## src/rtl/ifd_pkg.sv

```systemverilog
// Package with offsets, field positions, reset values and codes for the input format and display mode registers.
`default_nettype none
package ifd_pkg;
  localparam logic [7:0] IFD_OFS_INPUT_FORMAT = 8'h2a;
  localparam logic [7:0] IFD_OFS_CONV_CTRL = 8'h2c;
  localparam logic [7:0] IFD_OFS_CONV_RANGE = 8'h2e;
  localparam logic [7:0] IFD_OFS_FIXED_U = 8'h30;
  localparam logic [7:0] IFD_OFS_FIXED_V = 8'h32;
  localparam logic [7:0] IFD_OFS_BLANK_ROT = 8'h34;
  localparam logic [7:0] IFD_OFS_WIN_BUF = 8'h36;

  localparam logic [7:0] IFD_RST_INPUT_FORMAT = 8'h01;
  localparam logic [7:0] IFD_RST_CONV_CTRL = 8'h00;
  localparam logic [7:0] IFD_RST_CONV_RANGE = 8'h05;
  localparam logic [7:0] IFD_RST_FIXED_U = 8'h00;
  localparam logic [7:0] IFD_RST_FIXED_V = 8'h00;
  localparam logic [7:0] IFD_RST_BLANK_ROT = 8'h00;
  localparam logic [7:0] IFD_RST_WIN_BUF = 8'h00;

  localparam logic [7:0] IFD_MASK_INPUT_FORMAT = 8'h8f;
  localparam logic [7:0] IFD_MASK_CONV_CTRL = 8'h70;
  localparam logic [7:0] IFD_MASK_CONV_RANGE = 8'h37;
  localparam logic [7:0] IFD_MASK_BLANK_ROT = 8'h83;
  localparam logic [7:0] IFD_MASK_WIN_BUF = 8'hc3;

  localparam int IFD_BIT_STORE18 = 7;
  localparam int IFD_BIT_CONV_RESET = 6;
  localparam int IFD_POS_CHROMA_SEL = 4;
  localparam int IFD_POS_RANGE_SEL = 4;
  localparam int IFD_BIT_BLANK = 7;
  localparam int IFD_BIT_WIN_DOUBLE = 7;
  localparam int IFD_BIT_DBUF_EN = 6;

  localparam logic [3:0] IFD_FMT_RGB565 = 4'h1;
  localparam logic [3:0] IFD_FMT_RGB666_V1 = 4'h2;
  localparam logic [3:0] IFD_FMT_RGB888_V1 = 4'h3;
  localparam logic [3:0] IFD_FMT_RGB666_V2 = 4'h6;
  localparam logic [3:0] IFD_FMT_RGB888_V2 = 4'h7;
  localparam logic [3:0] IFD_FMT_YUV422 = 4'h8;
  localparam logic [3:0] IFD_FMT_YUV420 = 4'h9;

  localparam logic [2:0] IFD_XFER_BT709 = 3'h1;
  localparam logic [2:0] IFD_XFER_BT470M = 3'h4;
  localparam logic [2:0] IFD_XFER_BT601 = 3'h5;
  localparam logic [2:0] IFD_XFER_SMPTE170 = 3'h6;
  localparam logic [2:0] IFD_XFER_SMPTE240 = 3'h7;

  localparam logic [19:0] IFD_BUF_BYTES_16 = 20'hc0000;
  localparam logic [19:0] IFD_BUF_BYTES_18 = 20'ha0000;

  typedef enum logic [2:0] {
    IFD_CONV_RUN = 3'b001,
    IFD_CONV_RESET = 3'b010,
    IFD_CONV_RELEASE = 3'b100
  } ifd_conv_state_t;
endpackage
`default_nettype wire

```

## src/rtl/ifd_chroma_mux.sv

```systemverilog
// Chroma override selection feeding the colour space converter.
`timescale 1ns/100ps
`default_nettype none
module ifd_chroma_mux (
  input wire logic [1:0] sel_i,
  input wire logic [7:0] u_in_i,
  input wire logic [7:0] v_in_i,
  input wire logic [7:0] fixed_u_i,
  input wire logic [7:0] fixed_v_i,
  output logic [7:0] u_o,
  output logic [7:0] v_o
);
  wire use_fixed_u = sel_i[0];
  wire use_fixed_v = sel_i[1];
  assign u_o = use_fixed_u ? fixed_u_i : u_in_i;
  assign v_o = use_fixed_v ? fixed_v_i : v_in_i;
endmodule
`default_nettype wire

```

## src/rtl/ifd_regs.sv

```systemverilog
// Input format, converter and display mode registers with their decoded controls.
// Function
// - Storage bit clear keeps 16 bpp truncating 18; set keeps 18 bpp expanding 16.
// - In 18 bpp storage the main image gets 640KB; upper region holds extra bits.
// - In 16 bpp storage the whole 768K byte buffer holds pixel data.
// - Decode the four-bit input format code; other codes are reserved.
// - Both 8:8:8 variants drop low colour bits to fit the storage depth.
// - Variant-1 odd-width lines ignore the last red; host resends it with green.
// - Converter reset bit holds converter in reset while 1 and reads back state.
// - Chroma override select chooses original or fixed U and V.
// - Fixed U drives the converter only for select 01 or 11.
// - Fixed V drives the converter only for select 10 or 11.
// - Two-bit range select tells the converter the input component ranges.
// - Three-bit transfer mode chooses coefficients; 000, 010, 011 reserved.
// - Blank bit disables the panel pipeline and forces panel data to zero.
// - Rotation select rotates window data 0, 90, 180 or 270 degrees before storage.
// - Window data type marks single or double buffered data; the double flag latches at window start.
// - Double buffering is active only when the image fits half the usable buffer.
// - Only one window is double buffered; others are single buffered.
// - Type 0 with buffering protects the double window; type 1 without is reserved.
// - Pixel sizing 00 unscaled, 01 doubles, 10 halves.
`timescale 1ns/100ps
`default_nettype none
module ifd_regs
  import ifd_pkg::*;
(
  input wire logic ref_clk_i,
  input wire logic reset_i,
  input wire logic [7:0] reg_addr_i,
  input wire logic [7:0] reg_wdata_i,
  input wire logic reg_write_i,
  input wire logic reg_read_i,
  output logic [7:0] reg_rdata_o,
  input wire logic [19:0] image_bytes_i,
  input wire logic window_start_i,
  input wire logic converter_busy_i,
  input wire logic [7:0] conv_u_in_i,
  input wire logic [7:0] conv_v_in_i,
  input wire logic [17:0] panel_data_in_i,
  output logic store_18bpp_o,
  output logic truncate_input_o,
  output logic expand_input_o,
  output logic [19:0] image_limit_o,
  output logic [19:0] extra_bits_base_o,
  output logic [3:0] input_format_o,
  output logic fmt_rgb565_o,
  output logic fmt_rgb666_o,
  output logic fmt_rgb888_o,
  output logic fmt_variant1_o,
  output logic fmt_yuv422_o,
  output logic fmt_yuv420_o,
  output logic fmt_reserved_o,
  output logic drop_low_bits_o,
  output logic odd_red_ignore_o,
  output logic converter_reset_o,
  output logic [7:0] conv_u_o,
  output logic [7:0] conv_v_o,
  output logic [1:0] conv_range_o,
  output logic [2:0] conv_xfer_mode_o,
  output logic conv_xfer_reserved_o,
  output logic pipeline_enable_o,
  output logic [17:0] panel_data_o,
  output logic [1:0] rotation_o,
  output logic window_double_o,
  output logic double_buffer_active_o,
  output logic protect_double_window_o,
  output logic buffer_combo_reserved_o,
  output logic [1:0] latched_window_double_o,
  output logic [1:0] pixel_sizing_o,
  output logic sizing_double_o,
  output logic sizing_half_o
);
  import ifd_pkg::*;

  logic [7:0] input_format_cfg_q, input_format_cfg_d;
  logic [7:0] converter_control_q, converter_control_d;
  logic [7:0] converter_range_coeff_cfg_q, converter_range_coeff_cfg_d;
  logic [7:0] fixed_u_value_q, fixed_u_value_d;
  logic [7:0] fixed_v_value_q, fixed_v_value_d;
  logic [7:0] display_blank_rotation_q, display_blank_rotation_d;
  logic [7:0] window_buffer_sizing_q, window_buffer_sizing_d;
  logic [7:0] rdata_q, rdata_d;
  logic [17:0] panel_q, panel_d;
  logic win_double_q, win_double_d;
  logic win_latched_q, win_latched_d;
  ifd_conv_state_t conv_state_q, conv_state_d;

  function automatic logic [7:0] merge_write(input logic [7:0] wdata, input logic [7:0] mask);
    merge_write = wdata & mask;
  endfunction

  wire hit_fmt = reg_addr_i == IFD_OFS_INPUT_FORMAT;
  wire hit_ctrl = reg_addr_i == IFD_OFS_CONV_CTRL;
  wire hit_range = reg_addr_i == IFD_OFS_CONV_RANGE;
  wire hit_u = reg_addr_i == IFD_OFS_FIXED_U;
  wire hit_v = reg_addr_i == IFD_OFS_FIXED_V;
  wire hit_blank = reg_addr_i == IFD_OFS_BLANK_ROT;
  wire hit_win = reg_addr_i == IFD_OFS_WIN_BUF;

  // Masked writes keep unused and reserved positions at zero.
  assign input_format_cfg_d = (reg_write_i && hit_fmt) ?
                              merge_write(reg_wdata_i, IFD_MASK_INPUT_FORMAT) : input_format_cfg_q;
  assign converter_control_d = (reg_write_i && hit_ctrl) ?
                               merge_write(reg_wdata_i, IFD_MASK_CONV_CTRL) : converter_control_q;
  assign converter_range_coeff_cfg_d = (reg_write_i && hit_range) ?
                                       merge_write(reg_wdata_i, IFD_MASK_CONV_RANGE) :
                                       converter_range_coeff_cfg_q;
  assign fixed_u_value_d = (reg_write_i && hit_u) ? reg_wdata_i : fixed_u_value_q;
  assign fixed_v_value_d = (reg_write_i && hit_v) ? reg_wdata_i : fixed_v_value_q;
  assign display_blank_rotation_d = (reg_write_i && hit_blank) ?
                                    merge_write(reg_wdata_i, IFD_MASK_BLANK_ROT) : display_blank_rotation_q;
  assign window_buffer_sizing_d = (reg_write_i && hit_win) ?
                                  merge_write(reg_wdata_i, IFD_MASK_WIN_BUF) : window_buffer_sizing_q;

  // Read mux; unmapped offsets read zero.
  assign rdata_d = !reg_read_i ? rdata_q :
                   hit_fmt ? input_format_cfg_q :
                   hit_ctrl ? {1'b0, converter_reset_o, converter_control_q[5:0]} :
                   hit_range ? converter_range_coeff_cfg_q :
                   hit_u ? fixed_u_value_q :
                   hit_v ? fixed_v_value_q :
                   hit_blank ? display_blank_rotation_q :
                   hit_win ? window_buffer_sizing_q : 8'h00;
  assign reg_rdata_o = rdata_q;

  // Storage depth and memory split.
  assign store_18bpp_o = input_format_cfg_q[IFD_BIT_STORE18];
  assign input_format_o = input_format_cfg_q[3:0];
  wire input_is_18 = fmt_rgb666_o || fmt_rgb888_o || fmt_yuv422_o || fmt_yuv420_o;
  assign truncate_input_o = !store_18bpp_o && input_is_18;
  assign expand_input_o = store_18bpp_o && fmt_rgb565_o;
  assign image_limit_o = store_18bpp_o ? IFD_BUF_BYTES_18 : IFD_BUF_BYTES_16;
  assign extra_bits_base_o = IFD_BUF_BYTES_18;

  // Input format decode.
  assign fmt_rgb565_o = input_format_o == IFD_FMT_RGB565;
  assign fmt_rgb666_o = input_format_o == IFD_FMT_RGB666_V1 || input_format_o == IFD_FMT_RGB666_V2;
  assign fmt_rgb888_o = input_format_o == IFD_FMT_RGB888_V1 || input_format_o == IFD_FMT_RGB888_V2;
  assign fmt_variant1_o = input_format_o == IFD_FMT_RGB666_V1 || input_format_o == IFD_FMT_RGB888_V1;
  assign fmt_yuv422_o = input_format_o == IFD_FMT_YUV422;
  assign fmt_yuv420_o = input_format_o == IFD_FMT_YUV420;
  assign fmt_reserved_o = !(fmt_rgb565_o || input_is_18);
  assign drop_low_bits_o = fmt_rgb888_o;
  assign odd_red_ignore_o = fmt_variant1_o;

  // Converter reset: held while the bit is one, released through one clean cycle.
  always_comb begin
    conv_state_d = conv_state_q;
    unique case (conv_state_q)
      IFD_CONV_RUN: begin
        if (converter_control_q[IFD_BIT_CONV_RESET]) begin
          conv_state_d = IFD_CONV_RESET;
        end
      end
      IFD_CONV_RESET: begin
        if (!converter_control_q[IFD_BIT_CONV_RESET]) begin
          conv_state_d = IFD_CONV_RELEASE;
        end
      end
      IFD_CONV_RELEASE: begin
        conv_state_d = converter_control_q[IFD_BIT_CONV_RESET] ? IFD_CONV_RESET : IFD_CONV_RUN;
      end
      default: begin
        conv_state_d = IFD_CONV_RUN;
      end
    endcase
  end
  assign converter_reset_o = converter_control_q[IFD_BIT_CONV_RESET] || conv_state_q == IFD_CONV_RESET;

  ifd_chroma_mux u_chroma (
    .sel_i(converter_control_q[IFD_POS_CHROMA_SEL +: 2]),
    .u_in_i(conv_u_in_i),
    .v_in_i(conv_v_in_i),
    .fixed_u_i(fixed_u_value_q),
    .fixed_v_i(fixed_v_value_q),
    .u_o(conv_u_o),
    .v_o(conv_v_o)
  );

  assign conv_range_o = converter_range_coeff_cfg_q[IFD_POS_RANGE_SEL +: 2];
  assign conv_xfer_mode_o = converter_range_coeff_cfg_q[2:0];
  assign conv_xfer_reserved_o = !(conv_xfer_mode_o == IFD_XFER_BT709 || conv_xfer_mode_o == IFD_XFER_BT470M ||
                                  conv_xfer_mode_o == IFD_XFER_BT601 || conv_xfer_mode_o == IFD_XFER_SMPTE170 ||
                                  conv_xfer_mode_o == IFD_XFER_SMPTE240);

  // Blanking forces panel data to zero from a register.
  assign pipeline_enable_o = !display_blank_rotation_q[IFD_BIT_BLANK];
  assign panel_d = pipeline_enable_o ? panel_data_in_i : 18'h00000;
  assign panel_data_o = panel_q;
  assign rotation_o = display_blank_rotation_q[1:0];

  // Window buffering.
  assign window_double_o = window_buffer_sizing_q[IFD_BIT_WIN_DOUBLE];
  wire dbuf_en = window_buffer_sizing_q[IFD_BIT_DBUF_EN];
  wire fits_half = image_bytes_i <= (image_limit_o >> 1);
  assign double_buffer_active_o = dbuf_en && fits_half;
  assign protect_double_window_o = !window_double_o && double_buffer_active_o;
  assign buffer_combo_reserved_o = window_double_o && !dbuf_en;
  // Only the latest window's double-buffered flag is remembered; each window start replaces it.
  wire take_double = window_double_o && double_buffer_active_o;
  assign win_double_d = window_start_i ? take_double : win_double_q;
  assign win_latched_d = window_start_i ? 1'b1 : win_latched_q;
  assign latched_window_double_o = {win_latched_q, win_double_q};
  assign pixel_sizing_o = window_buffer_sizing_q[1:0];
  assign sizing_double_o = pixel_sizing_o == 2'b01;
  assign sizing_half_o = pixel_sizing_o == 2'b10;

  always_ff @(posedge ref_clk_i) begin
    if (reset_i) begin
      input_format_cfg_q <= IFD_RST_INPUT_FORMAT;
      converter_control_q <= IFD_RST_CONV_CTRL;
      converter_range_coeff_cfg_q <= IFD_RST_CONV_RANGE;
      fixed_u_value_q <= IFD_RST_FIXED_U;
      fixed_v_value_q <= IFD_RST_FIXED_V;
      display_blank_rotation_q <= IFD_RST_BLANK_ROT;
      window_buffer_sizing_q <= IFD_RST_WIN_BUF;
      rdata_q <= 8'h00;
      panel_q <= 18'h00000;
      win_double_q <= 1'b0;
      win_latched_q <= 1'b0;
      conv_state_q <= IFD_CONV_RUN;
    end else begin
      input_format_cfg_q <= input_format_cfg_d;
      converter_control_q <= converter_control_d;
      converter_range_coeff_cfg_q <= converter_range_coeff_cfg_d;
      fixed_u_value_q <= fixed_u_value_d;
      fixed_v_value_q <= fixed_v_value_d;
      display_blank_rotation_q <= display_blank_rotation_d;
      window_buffer_sizing_q <= window_buffer_sizing_d;
      rdata_q <= rdata_d;
      panel_q <= panel_d;
      win_double_q <= win_double_d;
      win_latched_q <= win_latched_d;
      conv_state_q <= conv_state_d;
    end
  end

  wire unused_busy = converter_busy_i;
endmodule
`default_nettype wire

```

## config.mk

```make
export PLATFORM = sky130hd
export DESIGN_NAME = ifd_regs
export DESIGN_NICKNAME = d
export VERILOG_FILES = /design/src/rtl/ifd_pkg.sv /design/src/rtl/ifd_chroma_mux.sv /design/src/rtl/ifd_regs.sv
export SDC_FILE = /design/constraint.sdc
export NUM_CORES = 1
export LEC_CHECK = 0
export ABC_CLOCK_PERIOD_IN_PS = 4700
export BUFFER_PORTS_ARGS = -buffer_cell sky130_fd_sc_hd__buf_2
export CORE_MARGIN = 2
export CORE_UTILIZATION = 30
export DETAILED_ROUTE_END_ITERATION = 10
export GPL_TIMING_DRIVEN = 1
export PLACE_DENSITY_LB_ADDON = 0.2
export SLEW_MARGIN = 5
export SYNTH_ARGS = -nofsm -noshare
export SYNTH_HDL_FRONTEND = slang
export SYNTH_HIERARCHICAL = 1
export SYNTH_SLANG_ARGS = --single-unit
```

## constraint.sdc

```tcl
create_clock -name ref_clk_i -period 4.7 [get_ports ref_clk_i]
set_input_delay 0.94 -clock ref_clk_i [delete_from_list [all_inputs] [get_ports ref_clk_i]]
set_output_delay 0.94 -clock ref_clk_i [all_outputs]
set_load 0.02 [all_outputs]
```

---- Word-level counts from Yosys, hierarchy flattened ----
Cells that the tools add are included.
Widths: inputs -> output; s select.
word-level totals
  logic and storage cells ................. 86
  output and inout port bits .............. 118
  register bits after elaboration ......... 67
cells by class
  multiplexer cells ....................... 14
  order comparisons ....................... 1
  equal/unequal tests ..................... 26
  reduce and logical (&&, ||, !) cells .... 33
operators with widths
  cell                count
  $mux 8              9
  $eq 8x6->1 const B  7
  $le 20x19->1        1
  $mux 19             1
  $eq 3x3->1 const B  5
  $logic_and 1x1->1   13
  $logic_or 1x1->1    12
  $pmux 3 s3          1
  $eq 4x2->1 const B  2
  $eq 4x3->1 const B  2
  $eq 4x4->1 const B  2
  $eq 3x1->1 const B  2
  $logic_not 1->1     6
  $mux 3              2
  $eq 4x1->1 const B  1
  $ne 2x2->1 const B  2
  $eq 3x2->1 const B  1
  $eq 2x1->1 const B  1
  $eq 2x2->1 const B  1
  $mux 2              1
  $reduce_and 2->1    1
  $reduce_or 2->1     1

---- Depth between registers and ports, before layout ----
  depth after elaboration ................. 8
  depth in mapped cells ................... 7
  gate-level depth less buffers ........... 7

---- Cells and area by module ----
The synthesis kept the hierarchy.
modules (own cells, without submodules)
  module          cells each  times used  area an instance (µm²)
  ifd_regs        373         1           3283.1
  ifd_chroma_mux  18          1           262.8

---- Worst setup path before layout ----
No wires, ideal clock.
  path kind ............................... input-to-output
  start ................................... in image_bytes_i[17]
  end ..................................... out protect_double_window_o
  stages on the path ...................... 5
  required time ........................... 3.760 ns
  path buffers ............................ 0
  setup slack ............................. 1.387 ns
  arrival ................................. 2.373 ns
  cell sequence ........................... ha_1 -> nor4bb_1 -> nand3_1 -> o2bb2ai_1 -> nor2b_1
between the ends
  cells in the longest elaborated chain, start to end .. 3
RTL lines
  item                              line             source
  start: declaration                ifd_regs.sv:34   input wire logic [19:0] image_bytes_i,
  $le 20x19->1                      ifd_regs.sv:195  wire fits_half = image_bytes_i <= (image_limit_o >> 1);
  $logic_and 1x1->1                 ifd_regs.sv:196  assign double_buffer_active_o = dbuf_en && fits_half;
  named net double_buffer_active_o  ifd_regs.sv:65   output logic double_buffer_active_o,
  $logic_and 1x1->1                 ifd_regs.sv:197  assign protect_double_window_o = !window_double_o && double_buffer_active_o;
  end: declaration                  ifd_regs.sv:66   output logic protect_double_window_o,
The timed path passes the listed nets, and every way through them passes these cells.

---- Final worst setup path ----
  start ................................... in image_bytes_i[17]
  end ..................................... out protect_double_window_o
between the ends
  cells in the longest elaborated chain, start to end .. 3
RTL lines
  item               line
  $le 20x19->1       ifd_regs.sv:195
  $logic_and 1x1->1  ifd_regs.sv:196
  $logic_and 1x1->1  ifd_regs.sv:197
Every way passes these cells.

==> reports/qor.yml <==
status: "complete, no violations"
r2r_end: "win_double_q$_SDFFE_PP0P_"
ys_seq_area_frac: 0.378
cp_top_family: "simple AND/OR/NAND/NOR gates"
timing.rr.start: "input_format_cfg_q[7]$_SDFFE_PP0P_"
cp-end-kind: "primary output"
syn_area_sq_um: 3550
placed_area_sq_um: 4190
synth_edf_count: 0
fin_skew_ns: 0.00501
cts_resized: 0
grt_pass1_wl_um: 15000
min_path_type: "flip-flop to flip-flop"
fin_setup_tns_ns: 0
grt_usage: 0.150
finalHoldViolCount: 0
syn2layout_area_growth_pct: 29.3
cp_slowest_cell: "ha_1"
p_total_mw: 1.64
fin_crit_ns: 3.19
grt_antenna_before_repair: 1
wl_um: 9540
max_stage_delay_ns: 0.28
htree_num_levels: 3
first_global_vias: 2881
synth_most_common_cell: "dfxtp_1"
drv_cap: 0
crit_required_ns: 3.76
synth_top_area_frac: 0.378
clock_latency_ns: 0.33
clk_path_buf_depth: 2
ys_types: 50
rsz0062_at_grt: "false"
drt_iter0_markers: 96
cts_sinks: 67
cp-start-kind: "input pin"
grt_max_degree: 47
portBuffers: 154
gp_congestion: 0.807
ctsHoldBuffers: 0
timing.final.crit_share: 0.678
synthArstFlopShare: 0
arrival_ns: 2.25
die-area_sq_um: 12700
synth_cells: 391
dp_hpwl_um: 7410
synth_top_area_cell: "dfxtp_1"
drcViolationCount: 0
cts_tree: "done"
ys.flop_type: "dfxtp_1"
overflow: 0
regToRegSetupSlack_ns: 3.00
firstDrtPassIters: 4
initial_core_util: 0.309
synth_area_leaders: "dfxtp_1 38%, mux2i_1 11%, buf_4 10%"
path_cells: "buf_2, ha_1, nor4bb_1, nand3_1, o2bb2ai_1, nor2b_1, buf_2"
path_max_fanout: 3
synth_common_cells: "67 x dfxtp_1, 60 x nor2_1, 47 x buf_4"
fin_nets: 605
floorplan.die.height_um: 113
ir_drop_uv: 207
rr_worst_depth: 6
path_buf_inv: 2
vias: 3052
leakage_nw: 2.24
fillers: 1165
cpMostUsedCell: "buf_2"
yosysWarnings: 6
fmax_mhz: 314
holdPathEnd: "conv_state_q[2]$_SDFFE_PP0P_"
tightest_slew_ns: 0.955
worstHoldPathCells: 2
setup_viol: 0
syn_avg_cell_area_sq_um: 9.07
root_buffer: "clkbuf_16"
die_w_um: 113
path_class: "input pin to primary output"
drive_above_1_share: 0.365
slew_violations: 0
core_area_sq_um: 11500
wl_per_cell_um: 14.1
std_cell_rows: 39
ios: 194
post-route-util: 0.400
slew_headroom: 0.358
clkTransAtPathRegs_ns: 0.05
fin_area_sq_um: 4580
antenna_cells: 0
drtAntennaViolNets: 0
vias_per_cell: 4.52
cts_inserted_buffers: 9
synth_seq_cells: 67
cts_setup_buffers: 0
worstHoldStart: "conv_state_q[1]$_SDFFE_PP0P_"
power_density_nw_per_um2: 357
report_power, final:
part           switching, mW  total, mW  internal [mW]  leakage [nW]
logic                  0.104      0.162         0.0583          1.50
registers            0.00371      0.583          0.579         0.546
clock network          0.251      0.893          0.642         0.193
metrics by stage:
stage | hold slack (ns) | setup WS [ns] | std cells
finish | 0.461 | 1.51 | 675
global route | 0.485 | 1.41 | 675
CTS | 0.465 | 1.51 | 675
detailed placement | 0.455 | 1.51 | 659
global placement | 0.433 | 1.51 | 659
floorplan | 0.423 | 1.39 | 427
worst register-to-register path: stages, from the launching register on:
cell and delay [ns]:
dfxtp_1 0.43, ha_1 0.34, nor4bb_1 0.28, nand3_1 0.11, o2bb2ai_1 0.22, nand3_1 0.11
a21oi_1 0.14
state kept, by name (all words and copies together), names as in the netlist:
signal / count
conv_state_q: 3
converter_control_q: 3
converter_range_coeff_cfg_q: 5
display_blank_rotation_q: 3
fixed_u_value_q: 8
fixed_v_value_q: 8
input_format_cfg_q: 5
panel_data_o: 18
reg_rdata_o: 8
win_double_q: 1
win_latched_q: 1
window_buffer_sizing_q: 4
logic make-up after synthesis:
| group | Yosys count | share of synthesized area |
|---|---|---|
| AOI/OAI and AO/OA | 37 | 0.0702 |
| xor gates and xnor gates | 1 | 0.00247 |
| adders and majority gates | 2 | 0.00706 |
| buffers and inverters | 72 | 0.133 |
| DFF | 67 | 0.378 |
| muxes | 56 | 0.181 |
| other | 2 | 0.00212 |
| and+or+nand+nor | 154 | 0.226 |
per-layer routing:
metal | part of all wire | vias up | GRT usage
met3 | 0.072 | 7 | 0.0439
met2 | 0.47 | 119 | 0.248
met1 | 0.45 | 1401 | 0.194
met4 | 0.0055 | 2 | 0.0317
li1 | - | 1523 | -
met5 | 0.0017 | - | 0
how the worst max path moves through the flow:
stage / to / startpoint / cells after the start
floorplan: protect_double_window_o / image_bytes_i[17] / 5
global placement: protect_double_window_o / image_bytes_i[17] / 7
detailed placement: protect_double_window_o / image_bytes_i[17] / 7
CTS: protect_double_window_o / image_bytes_i[17] / 7
global route: protect_double_window_o / image_bytes_i[17] / 7
finish: protect_double_window_o / image_bytes_i[17] / 7
cell usage in the layout (no fill, tap or decap), types with 10 or more instances in the layout:
| cell | synthesis | routed |
|---|---|---|
| buf_2 | 1 | 154 |
| dfxtp_1 | 67 | 67 |
| nor2_1 | 60 | 60 |
| mux2i_1 | 39 | 39 |
| conb_1 | 2 | 38 |
| and2_1 | 22 | 22 |
| nand2_1 | 16 | 16 |
| mux2_4 | 16 | 16 |
| nor2b_1 | 10 | 10 |
| nand3_1 | 10 | 10 |
final cells by class:
cell class	instances	area, sq um	share of cell area
repair buffers	154	771	0.168
multi-input cells	288	1870	0.408
inverters	7	26.3	0.00573
well taps	143	179	0.0390
flip-flops and latches	67	1340	0.293
clock inverters	6	159	0.0347
clock buffers	10	239	0.0521
Power figures use the tool's default switching activity.
